--- src/vdc_pkg.sv ---
// Package: constants for the serial voltage-code control block
package vdc_pkg;
  // Voltage code width and default (mid-scale)
  localparam int CODE_W = 6;
  localparam logic [5:0] CODE_RESET = 6'h20;
  // Setpoint map in microvolts: base and step
  localparam int SETPT_MIN_UV = 690000;
  localparam int SETPT_STEP_UV = 21600;
  localparam int SETPT_MAX_UV = 2050000;
  // Setpoint output width (microvolts, fits 2.05 V)
  localparam int SETPT_W = 22;
  // Serial framing
  localparam int BYTE_BITS = 8;
  localparam logic [3:0] ACK_SLOT = 4'h8;
  localparam logic [3:0] LAST_BIT = 4'h7;
  localparam logic [3:0] BITCNT_ZERO = 4'h0;
  // Default slave address; value is arbitrary
  localparam logic [6:0] ADDR_DEFAULT = 7'h2A;
  // Bit of the data byte that disables low-load burst operation
  localparam int BURST_OFF_BIT = 7;
  // Slave transfer states
  typedef enum logic [2:0] {
    VDC_IDLE, VDC_ADDR, VDC_ADDR_ACK, VDC_DATA, VDC_DATA_ACK, VDC_IGNORE
  } vdc_state_t;
endpackage

--- src/vdc_sync.sv ---
// Two flip-flop synchroniser for the bus pins
`timescale 1ns/1ps
`default_nettype none
module vdc_sync
  import vdc_pkg::*;
(
  // Clock and reset
  input wire logic ref_clk,
  input wire logic rst_n,
  // Asynchronous level in, synchronised level out
  input wire logic asyncIn,
  output logic syncOut
);
  logic meta_q; // First stage, read only by the second

  // Two stages, resting high like an idle bus line
  always_ff @(posedge ref_clk)
  begin
    if (!rst_n)
    begin
      meta_q <= 1'b1;
      syncOut <= 1'b1;
    end
    else
    begin
      meta_q <= asyncIn;
      syncOut <= meta_q;
    end
  end
endmodule // vdc_sync
`default_nettype wire

--- src/vdc_setpoint.sv ---
// Linear map of the voltage code onto a setpoint in microvolts
`timescale 1ns/1ps
`default_nettype none
module vdc_setpoint
  import vdc_pkg::*;
(
  // Clock and reset
  input wire logic ref_clk,
  input wire logic rst_n,
  // Code in, setpoint out
  input wire logic [CODE_W-1:0] code,
  output logic [SETPT_W-1:0] setpointUv
);
  // Registered linear map: base plus code steps
  always_ff @(posedge ref_clk)
  begin
    if (!rst_n)
      setpointUv <= SETPT_W'(SETPT_MIN_UV + int'(CODE_RESET) * SETPT_STEP_UV);
    else
      setpointUv <= SETPT_W'(SETPT_MIN_UV + int'(code) * SETPT_STEP_UV);
  end
endmodule // vdc_setpoint
`default_nettype wire

--- src/vdc_ctrl.sv ---
// Write-only serial slave that holds the voltage code
`timescale 1ns/1ps
`default_nettype none
module vdc_ctrl
  import vdc_pkg::*;
#(
  parameter logic [6:0] SLAVE_ADDR = ADDR_DEFAULT
)
(
  // Clock and power-on reset
  input wire logic ref_clk,
  input wire logic rst_n,
  // Run control from the enable pin
  input wire logic runEnable,
  // Serial clock pin, input only
  input wire logic sclIn,
  // Serial data pin, open drain
  input wire logic sdaIn,
  output logic sdaOut,
  output logic sdaOe_n,
  // Regulator control
  output logic [CODE_W-1:0] voltCode,
  output logic [SETPT_W-1:0] setpointUv,
  output logic useInternalFb,
  output logic burstDisable,
  output logic pulseSkip
);
  logic sclS; // Synchronised clock line
  logic sdaS; // Synchronised data line
  logic runS; // Synchronised enable
  logic sclPrev_q; // Previous clock level
  logic sdaPrev_q; // Previous data level
  logic startEv; // Start condition seen
  logic stopEv; // Stop condition seen
  logic sclRise; // Bit sample edge
  logic sclFall; // Bit shift edge
  logic liveRst; // Reset or shutdown
  vdc_state_t state_q; // Transfer state
  logic [3:0] bitCnt_q; // Bit within segment
  logic [7:0] shift_q; // Incoming byte
  logic [7:0] pend_q; // Pending data byte
  logic pendValid_q; // One data byte held
  logic tooMany_q; // Extra byte seen
  logic ackDrive_q; // Pull SDA low
  logic [CODE_W-1:0] code_q; // Committed code
  logic burstOff_q; // Burst disabled
  logic intFb_q; // Internal feedback latched
  logic commitEv; // Stop closing a clean single-byte write

  // Address byte naming this slave with the write direction
  function automatic logic isOwnWrite(input logic [7:0] b);
    return b == {SLAVE_ADDR, 1'b0};
  endfunction

  // Pin synchronisers
  vdc_sync uSyncScl (.ref_clk(ref_clk), .rst_n(rst_n), .asyncIn(sclIn),
    .syncOut(sclS));
  vdc_sync uSyncSda (.ref_clk(ref_clk), .rst_n(rst_n), .asyncIn(sdaIn),
    .syncOut(sdaS));
  vdc_sync uSyncRun (.ref_clk(ref_clk), .rst_n(rst_n), .asyncIn(runEnable),
    .syncOut(runS));

  // Shutdown resets the interface like a reset
  assign liveRst = !rst_n || !runS;

  // Edge history; 20 MHz sampling covers fast bus speed
  always_ff @(posedge ref_clk)
  begin
    if (!rst_n)
    begin
      sclPrev_q <= 1'b1;
      sdaPrev_q <= 1'b1;
    end
    else
    begin
      sclPrev_q <= sclS;
      sdaPrev_q <= sdaS;
    end
  end

  // Bus conditions from synchronised levels
  assign startEv = sclS && sclPrev_q && sdaPrev_q && !sdaS;
  assign stopEv = sclS && sclPrev_q && !sdaPrev_q && sdaS;
  assign sclRise = sclS && !sclPrev_q;
  assign sclFall = !sclS && sclPrev_q;
  // Commit point: stop after exactly one data byte
  assign commitEv = stopEv && pendValid_q && !tooMany_q;

  // Transfer state machine, 9-bit segments
  always_ff @(posedge ref_clk)
  begin
    if (liveRst)
      state_q <= VDC_IDLE;
    else if (startEv)
      state_q <= VDC_ADDR; // Repeated start restarts framing
    else if (stopEv)
      state_q <= VDC_IDLE;
    else if (sclFall)
    begin
      case (state_q)
        VDC_ADDR:
          if (bitCnt_q == ACK_SLOT)
          begin
            // Own address with write direction only
            if (isOwnWrite(shift_q))
              state_q <= VDC_ADDR_ACK;
            else
              state_q <= VDC_IGNORE;
          end
        VDC_ADDR_ACK:
          state_q <= VDC_DATA;
        VDC_DATA:
          if (bitCnt_q == ACK_SLOT)
            state_q <= VDC_DATA_ACK;
        VDC_DATA_ACK:
          state_q <= VDC_DATA;
        default:
          state_q <= state_q;
      endcase
    end
  end

  // Bit counter and shift register, sampled on clock rise
  always_ff @(posedge ref_clk)
  begin
    if (liveRst || startEv)
    begin
      bitCnt_q <= BITCNT_ZERO;
      shift_q <= 8'h00;
    end
    else if (sclRise && bitCnt_q <= LAST_BIT &&
             (state_q == VDC_ADDR || state_q == VDC_DATA))
    begin
      shift_q <= {shift_q[6:0], sdaS};
      bitCnt_q <= bitCnt_q + 4'h1;
    end
    else if (sclFall && bitCnt_q == ACK_SLOT)
      bitCnt_q <= BITCNT_ZERO;
    else if (sclFall && bitCnt_q == LAST_BIT + 4'h1 &&
             state_q != VDC_ADDR && state_q != VDC_DATA)
      bitCnt_q <= BITCNT_ZERO;
  end

  // Ack drive: low from falling edge into slot to next fall
  always_ff @(posedge ref_clk)
  begin
    if (liveRst || startEv || stopEv)
      ackDrive_q <= 1'b0;
    else if (sclFall && bitCnt_q == ACK_SLOT &&
             state_q == VDC_ADDR && isOwnWrite(shift_q))
      ackDrive_q <= 1'b1; // Address matched
    else if (sclFall && bitCnt_q == ACK_SLOT && state_q == VDC_DATA)
      ackDrive_q <= 1'b1; // Every data byte acknowledged
    else if (sclFall)
      ackDrive_q <= 1'b0; // Release after the ack pulse
  end

  // Pending data byte; extra bytes spoil the single-byte write
  always_ff @(posedge ref_clk)
  begin
    if (liveRst || startEv)
    begin
      pend_q <= 8'h00;
      pendValid_q <= 1'b0;
      tooMany_q <= 1'b0;
    end
    else if (sclFall && bitCnt_q == ACK_SLOT && state_q == VDC_DATA)
    begin
      pend_q <= shift_q;
      pendValid_q <= 1'b1;
      tooMany_q <= pendValid_q;
    end
    else if (stopEv)
      pendValid_q <= 1'b0;
  end

  // Commit on valid stop only
  always_ff @(posedge ref_clk)
  begin
    if (liveRst)
    begin
      code_q <= CODE_RESET;
      burstOff_q <= 1'b0;
    end
    else if (commitEv)
    begin
      code_q <= pend_q[CODE_W-1:0];
      burstOff_q <= pend_q[BURST_OFF_BIT];
    end
  end

  // Feedback hand-over, held until reset or disable
  always_ff @(posedge ref_clk)
  begin
    if (liveRst)
      intFb_q <= 1'b0;
    else if (commitEv)
      intFb_q <= 1'b1;
  end

  // Setpoint map from committed code
  vdc_setpoint uMap (.ref_clk(ref_clk), .rst_n(!liveRst), .code(code_q),
    .setpointUv(setpointUv));

  // Outputs; SCL has no driver at all
  assign sdaOut = 1'b0; // Only ever pulls low
  assign sdaOe_n = !ackDrive_q; // Released otherwise
  assign voltCode = code_q;
  assign useInternalFb = intFb_q;
  assign burstDisable = burstOff_q;
  assign pulseSkip = burstOff_q;
endmodule // vdc_ctrl
`default_nettype wire

--- config.mk ---
export PLATFORM = sky130hd
export DESIGN_NAME = vdc_ctrl
export DESIGN_NICKNAME = d
export VERILOG_FILES = /design/src/vdc_pkg.sv /design/src/vdc_sync.sv /design/src/vdc_setpoint.sv /design/src/vdc_ctrl.sv
export SDC_FILE = /design/constraint.sdc
export NUM_CORES = 1
export LEC_CHECK = 0
export BUFFER_PORTS_ARGS = -buffer_cell sky130_fd_sc_hd__buf_2
export CORE_UTILIZATION = 30
export CTS_CLUSTER_SIZE = 30
export DETAILED_ROUTE_END_ITERATION = 12
export GPL_ROUTABILITY_DRIVEN = 0
export GPL_TIMING_DRIVEN = 0
export PLACE_DENSITY = 0.53
export SLEW_MARGIN = 5
export SYNTH_ARGS = -nofsm -noshare
export SYNTH_HDL_FRONTEND = slang
export SYNTH_SLANG_ARGS = --single-unit
--- constraint.sdc ---
create_clock -name ref_clk -period 7.6 [get_ports ref_clk]
set_clock_uncertainty 0.2 [all_clocks]
set_input_delay 0.38 -clock ref_clk [delete_from_list [all_inputs] [get_ports ref_clk]]
set_output_delay 0.38 -clock ref_clk [all_outputs]
set_load 0.02 [all_outputs]
==> results of run 1 <==
## cell families (layout without fill, tap and decap cells)
group           count (synthesis)  count (layout)
simple gates                  120             120
compound gates                 72              72
flops                          58              58
fa+ha+maj                      40              40
buf+inv                        30              79
mux                            17              17
xor+xnor                       15              15
other cells                     2               6
## flip-flops by register name (all words and copies together) (netlist names), 3 cells and up
register and cells:
shift_q 8, bitCnt_q 4, state_q 3, pend_q 7, voltCode 6, uMap.setpointUv 17
## final timing paths
check             slack, ns             from  cells past startpoint             endpoint
setup / recovery       3.55      voltCode[4]                     13  uMap.setpointUv[20]
hold / removal         0.02            sdaIn                      2      uSyncSda.meta_q
setup reg to reg       3.55      voltCode[4]                     13  uMap.setpointUv[20]
hold reg to reg        0.21  uSyncRun.meta_q                      1     uSyncRun.syncOut
## cells in the final DEF (no fill, tap or decap), types with 3 or more instances in the layout
cell type,instances
nor2b_1,3
fa_1,4
xnor2_1,7
a211oi_1,5
ha_1,36
a21oi_1,20
o211a_1,4
o211ai_1,5
o21ai_0,14
clkbuf_8,11
or3_1,5
buf_4,7
inv_1,15
mux2i_1,17
nor3_1,5
dfxtp_1,58
nand2_1,32
xor2_1,8
clkbuf_1,7
nand2b_1,12
o21a_1,3
buf_2,31
conb_1,6
and3_1,4
nor2_1,41
nand3_1,5
## layer usage
| metal | vias to the layer above | routed length (um) | share of wire |
|---|---|---|---|
| li1 | 1328 | - | - |
| met4 | 0 | 35 | 0.0053 |
| met1 | 1157 | 3400 | 0.52 |
| met2 | 54 | 2870 | 0.44 |
| met3 | 2 | 290 | 0.044 |
| met5 | - | 0 | 0 |
## power breakdown
group	leakage [nW]	switching (mW)	internal, mW
logic	1.09	0.0145	0.00876
registers	0.469	0.00210	0.306
clock network	0.117	0.130	0.203
## per-stage QoR
step | power (mW) | util
finish | 0.664 | 0.369
global route | 0.692 | 0.369
CTS | 0.677 | 0.368
detailed placement | 0.338 | 0.345
global placement | 0.338 | 0.345
floorplan | 0.332 | -
## critical path, delay by kind of cell, from the launching register on
| kind | cells | cell delay (ns) |
|---|---|---|
| buf+inv | 1 | 0.13 |
| fa+ha+maj | 4 | 1.04 |
| simple gates | 4 | 0.84 |
| compound gates | 4 | 1.22 |
| flops | 1 | 0.49 |
## timing repair
action | CTS | global route
hold buffers | 1 | 1
endpoints found under the setup margin | 0 | 0
gates resized for setup | 0 | 0
endpoints found under the hold margin | 1 | 1
## area by class of cell
cell class	count	area, um2
sequential	58	1160
tap	136	170
fill	1077	6570
clock buffer	12	155
multi-input combinational	270	1970
buffer	15	82.6
clock inverter	4	73.8
inverter	15	56.3
timing repair buffer	33	175
==> flow_metrics.py, run 1 <==
metrics = {
    "hold_path": {
        "hp-class": "input pin to register",
    },
    "global_routing": {
        "met3_usage": 0.0460,
        "grtUsageTotal": 0.129,
        "grt_pass1_vias": 2442,
        "grt.met2_usage": 0.194,
        "antenna_found_initial": 0,
        "grt_use_met1": 0.171,
        "grt_overflow": 0,
        "grt_pass1_wl_um": 11300,
        "grt_max_degree": 11,
        "grt_busiest_layer": "met2",
    },
    "cts": {
        "cts_tree": "yes",
        "clk_path_buf_depth": 2,
        "post_cts_buffers": 0,
        "clk-insertion-delay-late_ns": 0.34,
        "cts_buffers": 9,
        "cts_max_level": 3,
        "cts.sinks": 58,
        "root_buffer": "clkbuf_8",
        "cts.clk_slew.worst_paths_ns": 0.06,
    },
    "critical_path": {
        "crit_arrival_ns": 4.06,
        "crit_type": "register to register",
        "endpoint_kind": "register",
        "critPathMaxStageDelay_ns": 0.49,
        "critPathLaunchType": "register",
        "path_cells": "inv_1 > ha_1 > ha_1 > or2_2 > ha_1 > ha_1 > nor2b_1 > o21ai_0 > a211oi_1 > nand4_1 > a211oi_1 > a2111oi_0 > nand3b_1",
        "crit_fanout": 7,
        "cpMostUsedCell": "ha_1",
        "crit_required_ns": 7.60,
        "critical-path-slowest-cell": "dfxtp_1",
    },
    "floorplan": {
        "die_x_um": 106,
        "core_area_um2": 10400,
        "die_area_um2": 11300,
        "die_h_um": 106,
        "initial_utilization": 0.312,
        "io_pins": 38,
        "rows": 37,
    },
    "power": {
        "power_density_nw_per_um2": 173,
        "leakage_nw": 1.67,
        "peakVddDrop_mv": 0.0890,
    },
    "place": {
        "dpl_worst_slack_ns": 3.54,
        "place_area_um2": 3590,
        "placed_cells": 525,
        "dpl.hpwl_um": 4880,
        "portBuffers": 31,
    },
    "cells_and_area": {
        "num_antenna_cells": 0,
        "syn_to_final_growth_pct": 18.1,
        "layout.cells.non_filler": 543,
        "finalNetCount": 447,
        "layout-drive-gt1-share": 0.160,
        "fin_area_um2": 3840,
    },
    "sta": {
        "maxSlewViolCount": 0,
        "setup_tns_ns": 0,
        "fmax_mhz": 247,
        "hold_viol_final": 0,
        "finalWorstSetupSlack_ns": 3.55,
        "relSlewSlack": 0.552,
        "setup_viol": 0,
        "rsz0062_at_grt": "false",
        "worst_hold_slack_ns": 0.0209,
        "min_period_ns": 4.05,
        "worst_pin_slew_ns": 0.671,
        "fin_crit_sh": 0.533,
    },
    "logic_synthesis": {
        "synth-adder-area-share": 0.163,
        "synth_top_family_by_area": "simple AND/OR/NAND/NOR gates",
        "async_flop_share": 0,
        "yosysSeqAreaShare": 0.357,
        "yosysWarnings": 0,
        "synthTopCellsByArea": "dfxtp_1 (36%), ha_1 (14%), mux2i_1 (5.2%), nor2_1 (4.7%), nand2_1 (3.7%)",
        "ys_types": 53,
        "muxShareOfSynthArea": 0.0523,
        "synth_top_cells_by_count": "dfxtp_1 (58), nor2_1 (41), ha_1 (36)",
        "netlist_area_um2": 3250,
        "synth_xor_area_frac": 0.0404,
        "synth_most_common_cell": "dfxtp_1",
        "yosysTopAreaCellShare": 0.357,
        "syn_inst": 354,
        "synth_compound_area_frac": 0.163,
        "synth_top_area_cell": "dfxtp_1",
        "avgSynthCellArea_um2": 9.19,
        "synth_flop_cell": "dfxtp_1",
        "yosys_register_bits": 58,
        "synth-edff-count": 0,
        "synthSimpleGateAreaFrac": 0.180,
    },
    "job": {
        "maxCapViolCount": 0,
    },
    "drt": {
        "wl_um": 6600,
        "dr.pass1.iters": 4,
        "vias": 2541,
        "via_per_inst": 4.68,
        "drc_errors": 0,
        "ant_nets": 0,
        "drt_iter0_drc": 105,
        "routedWlPerCell_um": 12.2,
    },
    "outcome": {
        "status": "finished clean",
    },
}
Note: power is estimated with default switching activity, not from simulation.
==> inputs of run 2 (changes only) <==
--- a/config.mk
+++ b/config.mk
@@ -5,13 +5,14 @@
 export SDC_FILE = /design/constraint.sdc
 export NUM_CORES = 1
 export LEC_CHECK = 0
+export ABC_AREA = 1
 export BUFFER_PORTS_ARGS = -buffer_cell sky130_fd_sc_hd__buf_2
 export CORE_UTILIZATION = 30
 export CTS_CLUSTER_SIZE = 30
 export DETAILED_ROUTE_END_ITERATION = 12
 export GPL_ROUTABILITY_DRIVEN = 0
 export GPL_TIMING_DRIVEN = 0
-export PLACE_DENSITY = 0.53
+export PLACE_DENSITY = 0.54
 export SLEW_MARGIN = 5
 export SYNTH_ARGS = -nofsm -noshare
 export SYNTH_HDL_FRONTEND = slang
==> constraint.sdc (replaced) <==
create_clock -name ref_clk -period 3.2 [get_ports ref_clk]
set_clock_uncertainty 0.2 [all_clocks]
set_input_delay 0.16 -clock ref_clk [delete_from_list [all_inputs] [get_ports ref_clk]]
set_output_delay 0.16 -clock ref_clk [all_outputs]
set_load 0.02 [all_outputs]
==> run 2 against run 1 <==
Effect of this change:
- utilization is 2.6 points higher
- highest routed layer unchanged
- count of clock-buffer cells in the layout is 1 lower
- fmax is 34% higher
- hold slack better by 0.18 ns
- cell count is 25% higher
- largest power group unchanged
- largest cell class unchanged
- die area is 6.2% higher
- final area is 13% higher
- non-clock buffer count is 10 higher
- critical endpoint is now uMap.setpointUv[19]
==> flow_metrics.py, run 2 <==
metrics = {
    "cts": {
        "cts_tree": "yes",
        "root_buffer": "clkbuf_16",
        "cts_buffers": 9,
        "clk_path_buf_depth": 2,
        "cts_max_level": 3,
        "cts.sinks": 58,
        "clk-insertion-delay-late_ns": 0.33,
        "cts.clk_slew.worst_paths_ns": 0.05,
    },
    "sta": {
        "relSlewSlack": 0.617,
        "worst_hold_slack_ns": 0.202,
        "min_period_ns": 3.04,
        "maxSlewViolCount": 0,
        "finalWorstSetupSlack_ns": 0.164,
        "fin_crit_sh": 0.949,
        "fmax_mhz": 329,
        "setup_viol": 0,
        "worst_pin_slew_ns": 0.574,
        "rsz0062_at_grt": "true",
        "hold_viol_final": 0,
    },
    "cells_and_area": {
        "layout-drive-gt1-share": 0.233,
        "syn_to_final_growth_pct": 25.8,
        "finalNetCount": 581,
        "largest_reg_flops": 17,
        "regMostFlops": "uMap.setpointUv",
        "postLayoutCoreUtil": 0.395,
        "num_antenna_cells": 0,
        "fin_area_um2": 4350,
        "fill_cells": 1162,
        "layout.cells.non_filler": 681,
        "most-common-layout-cells": "nand2_1 (102), inv_1 (63), dfxtp_1 (52), nor2_1 (45)",
        "top_regs": "uMap.setpointUv: 17 flops, shift_q: 8 flops, pend_q: 7 flops",
        "final_common_cell": "nand2_1",
    },
    "drt": {
        "dr.pass1.iters": 4,
        "vias": 3045,
        "drt_iter0_drc": 78,
        "drc_errors": 0,
        "wl_um": 7500,
        "via_per_inst": 4.47,
        "ant_nets": 0,
        "routedWlPerCell_um": 11.0,
    },
    "logic_synthesis": {
        "yosysSeqAreaShare": 0.336,
        "yosysWarnings": 0,
        "syn_inst": 479,
        "async_flop_share": 0,
        "synth_top_area_cell": "dfxtp_1",
        "netlist_area_um2": 3460,
        "avgSynthCellArea_um2": 7.22,
        "yosysTopAreaCellShare": 0.336,
        "synth_most_common_cell": "nand2_1",
        "synth_top_cells_by_count": "nand2_1 (103), inv_1 (65), dfxtp_1 (58)",
        "yosys_register_bits": 58,
        "synthTopCellsByArea": "dfxtp_1 (34%), ha_1 (13%), nand2_1 (11%), inv_1 (7.1%), nor2_1 (5.2%)",
        "synth_flop_cell": "dfxtp_1",
        "ys_types": 35,
        "synth-edff-count": 0,
    },
    "floorplan": {
        "rows": 38,
        "core_area_um2": 11000,
        "die_area_um2": 12000,
        "die_x_um": 109,
        "initial_utilization": 0.314,
        "die_h_um": 109,
        "io_pins": 38,
    },
    "global_routing": {
        "grtUsageTotal": 0.134,
        "grt_max_degree": 11,
        "grt_overflow": 0,
        "grt_pass1_wl_um": 12500,
        "grt_pass1_vias": 2867,
        "antenna_found_initial": 0,
    },
    "critical_path": {
        "cp.buffers_inverters": 1,
        "crit_fanout": 6,
        "crit_family": "adder cells",
        "endpoint_kind": "register",
        "crit_required_ns": 3.26,
        "critPathLaunchType": "register",
        "crit_arrival_ns": 3.10,
        "critPathMaxStageDelay_ns": 0.50,
        "path_cells": "ha_2 > ha_4 > fa_1 > ha_4 > nand2_2 > nor2_1 > nand3_1 > nand2_2 > nand2_2 > nand2_4 > inv_2 > nor2_2 > nand3_1 > nand3_1 > nand2_1 > nor2_1",
        "crit_type": "register to register",
        "critical-path-slowest-cell": "fa_1",
    },
    "place": {
        "placed_cells": 653,
        "dpl.hpwl_um": 5600,
        "portBuffers": 30,
        "place_area_um2": 3800,
        "dpl_worst_slack_ns": -0.155,
    },
    "power": {
        "power_switching_uw": 374,
        "p_sw_frac": 0.205,
        "internal_power_mw": 1.45,
        "power_density_nw_per_um2": 418,
        "power_frac_seq": 0.400,
        "pwr-share-comb": 0.031,
        "peakVddDrop_mv": 0.284,
        "leakage_nw": 2.09,
        "pwr-share-clk": 0.569,
    },
    "outcome": {
        "status": "finished clean",
    },
    "job": {
        "maxCapViolCount": 0,
    },
    "hold_path": {
        "hp-class": "register to register",
    },
}
run 2: cell types whose count changed in the layout (fill, tap and decap cells not counted), moves of 9 or more:
cell       previous run  this run
inv_1                15        63
nand2_1              32       102
nand2b_1             12         0
ha_1                 36        26
mux2i_1              17         0
clkbuf_16             0         9
nand2_2               0        15
nand3_1               5        35
clkbuf_8             11         2
run 2: area by class of cell:
| cell class | instances | area [um2] | share of cell area |
|---|---|---|---|
| multi-input combinational | 339 | 2060 | 0.473 |
| sequential | 58 | 1180 | 0.270 |
| inverter | 70 | 263 | 0.0604 |
| timing repair buffer | 42 | 258 | 0.0592 |
| clock buffer | 11 | 243 | 0.0558 |
| tap | 140 | 175 | 0.0403 |
| buffer | 16 | 103 | 0.0236 |
| clock inverter | 5 | 77.6 | 0.0178 |
run 2: through the flow:
stage / TNS [ns] / power [mW]
after detailed placement: -0.620 / 0.797
after global placement: -0.406 / 0.796
final: 0 / 1.82
after global routing: -0.0203 / 1.89
after CTS: 0 / 1.85
after floorplan: 0 / 0.784
run 2: repair_timing:
item                                   CTS  global route
endpoints found under the hold margin    8             0
setup buffers                            1             4
pin swaps                                2             6
hold buffers                             7             0
gates resized for setup                  9            22
setup endpoints to repair                7             7
run 2: worst register-to-register path, stage by stage (launching register included):
cell     delay (ns)
dfxtp_4        0.37
ha_2           0.36
ha_4           0.21
fa_1           0.50
ha_4           0.32
nand2_2        0.07
nor2_1         0.10
nand3_1        0.12
nand2_2        0.11
nand2_2        0.06
nand2_4        0.09
inv_2          0.05
nor2_2         0.09
nand3_1        0.10
nand3_1        0.09
nand2_1        0.05
nor2_1         0.09
run 2: kinds of logic (layout without fill, tap and decap cells):
logic type,count (synthesis),after routing,share of synthesized area
fa+ha+maj,40,40,0.153
buf+inv,86,144,0.106
compound gates,61,61,0.0966
other cells,2,6,0.00217
xor+xnor,1,1,0.00253
flops,58,58,0.336
simple gates,231,231,0.304
run 2: worst paths after layout:
path	depth (start not counted)	from	slack, ns	to
worst max register to register	16	voltCode[5]	0.16	uMap.setpointUv[19]
worst min register to register	2	uSyncRun.meta_q	0.20	uSyncRun.syncOut
worst max-delay path	16	voltCode[5]	0.16	uMap.setpointUv[19]
worst min-delay path	2	uSyncRun.meta_q	0.20	uSyncRun.syncOut
run 2: power by group through the flow:
stage          combinational, mW  clock [mW]  sequential (mW)
3_5_place_dp              0.0509           0            0.746
2_1_floorplan             0.0392           0            0.745
6_report                  0.0569        1.04            0.728
4_1_cts                   0.0572        1.06            0.729
5_1_grt                   0.0643        1.10            0.728
3_3_place_gp              0.0503           0            0.746
run 2: per-layer routing:
metal,GRT usage,share of wire
met5,0,0
met4,0.0381,0.013
met2,0.246,0.52
met1,0.147,0.44
met3,0.0415,0.026
==> inputs of run 3 (changes only) <==
--- a/config.mk
+++ b/config.mk
@@ -13,6 +13,7 @@
 export GPL_ROUTABILITY_DRIVEN = 0
 export GPL_TIMING_DRIVEN = 0
 export PLACE_DENSITY = 0.54
+export REMOVE_ABC_BUFFERS = 1
 export SLEW_MARGIN = 5
 export SYNTH_ARGS = -nofsm -noshare
 export SYNTH_HDL_FRONTEND = slang
==> run 3 against run 2 <==
Effect of this change:
- total power fell by 6.0%
- sequential share of layout area rose by 0.39 points
- first-iteration DRC count rose by 78%
- non-clock buffer count fell by 14
- via count rose by 0.49%
- count of clock-buffer cells in the layout rose by 1
- final area fell by 1.4%
- combinational power fell by 16%
- utilization fell by 0.56 points
- critical path type unchanged
==> flow_metrics.py, run 3 (synthesis gave the netlist of run 2 again) <==
metrics = {
    "power": {
        "peakVddDrop_mv": 0.314,
        "power_mw": 1.71,
        "power_density_nw_per_um2": 399,
        "leakage_nw": 2.01,
    },
    "sta": {
        "fmax_mhz": 327,
        "setup_viol": 0,
        "fin_crit_sh": 0.954,
        "hold_viol_final": 0,
        "relSlewSlack": 0.565,
        "worst_pin_slew_ns": 0.650,
        "min_period_ns": 3.05,
        "maxSlewViolCount": 0,
        "finalWorstSetupSlack_ns": 0.146,
    },
    "global_routing": {
        "grt_max_degree": 17,
        "grt_pass1_vias": 2800,
        "grtUsageTotal": 0.140,
        "grt_overflow": 0,
        "grt_pass1_wl_um": 12800,
        "antenna_found_initial": 0,
    },
    "hold_path": {
        "hp-class": "register to register",
    },
    "cells_and_area": {
        "num_antenna_cells": 0,
        "regMostFlops": "uMap.setpointUv",
        "top_regs": "uMap.setpointUv: 17 flops, shift_q: 8 flops, pend_q: 7 flops",
        "finalNetCount": 567,
        "most-common-layout-cells": "nand2_1 (103), inv_1 (62), dfxtp_1 (52), nor2_1 (46)",
        "final_common_cell": "nand2_1",
        "largest_reg_flops": 17,
        "syn_to_final_growth_pct": 24.0,
        "layout-drive-gt1-share": 0.226,
    },
    "floorplan": {
        "initial_utilization": 0.314,
        "die_h_um": 109,
        "io_pins": 38,
        "die_area_um2": 12000,
        "die_x_um": 109,
        "core_area_um2": 11000,
        "rows": 38,
    },
    "critical_path": {
        "crit_arrival_ns": 3.04,
        "crit_type": "register to register",
        "endpoint_kind": "register",
        "crit_required_ns": 3.19,
        "critPathMaxStageDelay_ns": 0.51,
        "crit_fanout": 6,
        "critical-path-slowest-cell": "fa_1",
        "critPathLaunchType": "register",
        "path_cells": "ha_4 > ha_4 > fa_1 > ha_4 > nand2_2 > nor2_2 > nand3_2 > nand2_2 > nand2_2 > nand2_4 > nand2_1 > nor2_2 > nand2_1 > nand3_1 > nand3_2",
    },
    "cts": {
        "cts.clk_slew.worst_paths_ns": 0.05,
        "cts_tree": "yes",
        "cts_buffers": 9,
        "cts_max_level": 3,
        "clk_path_buf_depth": 2,
        "cts.sinks": 58,
        "root_buffer": "clkbuf_16",
        "clk-insertion-delay-late_ns": 0.33,
    },
    "drt": {
        "vias": 3060,
        "routedWlPerCell_um": 11.5,
        "wl_um": 7630,
        "via_per_inst": 4.59,
        "ant_nets": 0,
        "drc_errors": 0,
        "drt_iter0_drc": 139,
        "dr.pass1.iters": 4,
    },
    "place": {
        "dpl_worst_slack_ns": -0.184,
        "portBuffers": 31,
        "dpl.hpwl_um": 5520,
    },
    "outcome": {
        "status": "finished clean",
    },
    "job": {
        "maxCapViolCount": 0,
    },
}
==> run 3: cell count changes in the layout (fill, tap and decap cells not counted), moves of 3 or more <==
cell,before,now
buf_2,35,31
buf_4,12,6
ha_1,26,23
ha_4,5,9
nand3_1,35,31
nand3_2,4,8
==> run 3: worst max-delay path: cells and delay by family, from the launching register on <==
family        cells  cell delay (ns)
fa+ha+maj         4             1.33
simple gates     11             1.02
flops             1             0.37
==> run 3: cell type report <==
type / instances / area [um2]
multi-input combinational: 339 / 2120
sequential: 58 / 1180
fill: 1156 / 6740
timing repair buffer: 44 / 270
clock inverter: 3 / 40.0
inverter: 70 / 263
clock buffer: 12 / 246
tap: 140 / 175
==> run 3: what timing repair did <==
item | in CTS | in global routing
hold endpoints to repair | 8 | 0
setup endpoints to repair | 6 | 7
setup buffers | 0 | 6
resized for setup | 8 | 30
pin swaps | 4 | 7
hold buffers | 7 | 0
==> run 3: worst paths after layout <==
| check | from | end | slack, ns | cells after the start |
|---|---|---|---|---|
| setup / recovery | voltCode[3] | uMap.setpointUv[20] | 0.15 | 15 |
| hold / removal | uSyncScl.meta_q | uSyncScl.syncOut | 0.20 | 2 |
| setup reg to reg | voltCode[3] | uMap.setpointUv[20] | 0.15 | 15 |
| hold reg to reg | uSyncScl.meta_q | uSyncScl.syncOut | 0.20 | 2 |
==> run 3: where the power goes <==
group	switching, mW	internal (mW)	leakage, nW
Sequential	0.00257	0.726	0.472
Clock	0.319	0.616	0.142
Combinational	0.0336	0.0144	1.40
Total	0.355	1.36	2.01
==> run 3: metal layers <==
metal / part of all wire / vias to the layer above / wire [um] / GRT usage
met5: 0 / - / 0 / 0
met4: 0.015 / 0 / 111 / 0.0486
met3: 0.042 / 9 / 317 / 0.0480
met2: 0.51 / 60 / 3870 / 0.249
met1: 0.44 / 1380 / 3340 / 0.154
li1: - / 1611 / - / -
==> run 3: metrics by stage <==
stage                util  cell area, um2  cells  hold WS (ns)  TNS, ns
global route        0.389            4290    666         0.227  -0.0218
finish              0.389            4290    666         0.200        0
global placement    0.336            3700    638         0.133   -0.404
detailed placement  0.336            3700    638         0.133   -0.580
floorplan               -            3370    467        0.0287  -0.0210
CTS                 0.372            4100    660         0.209        0
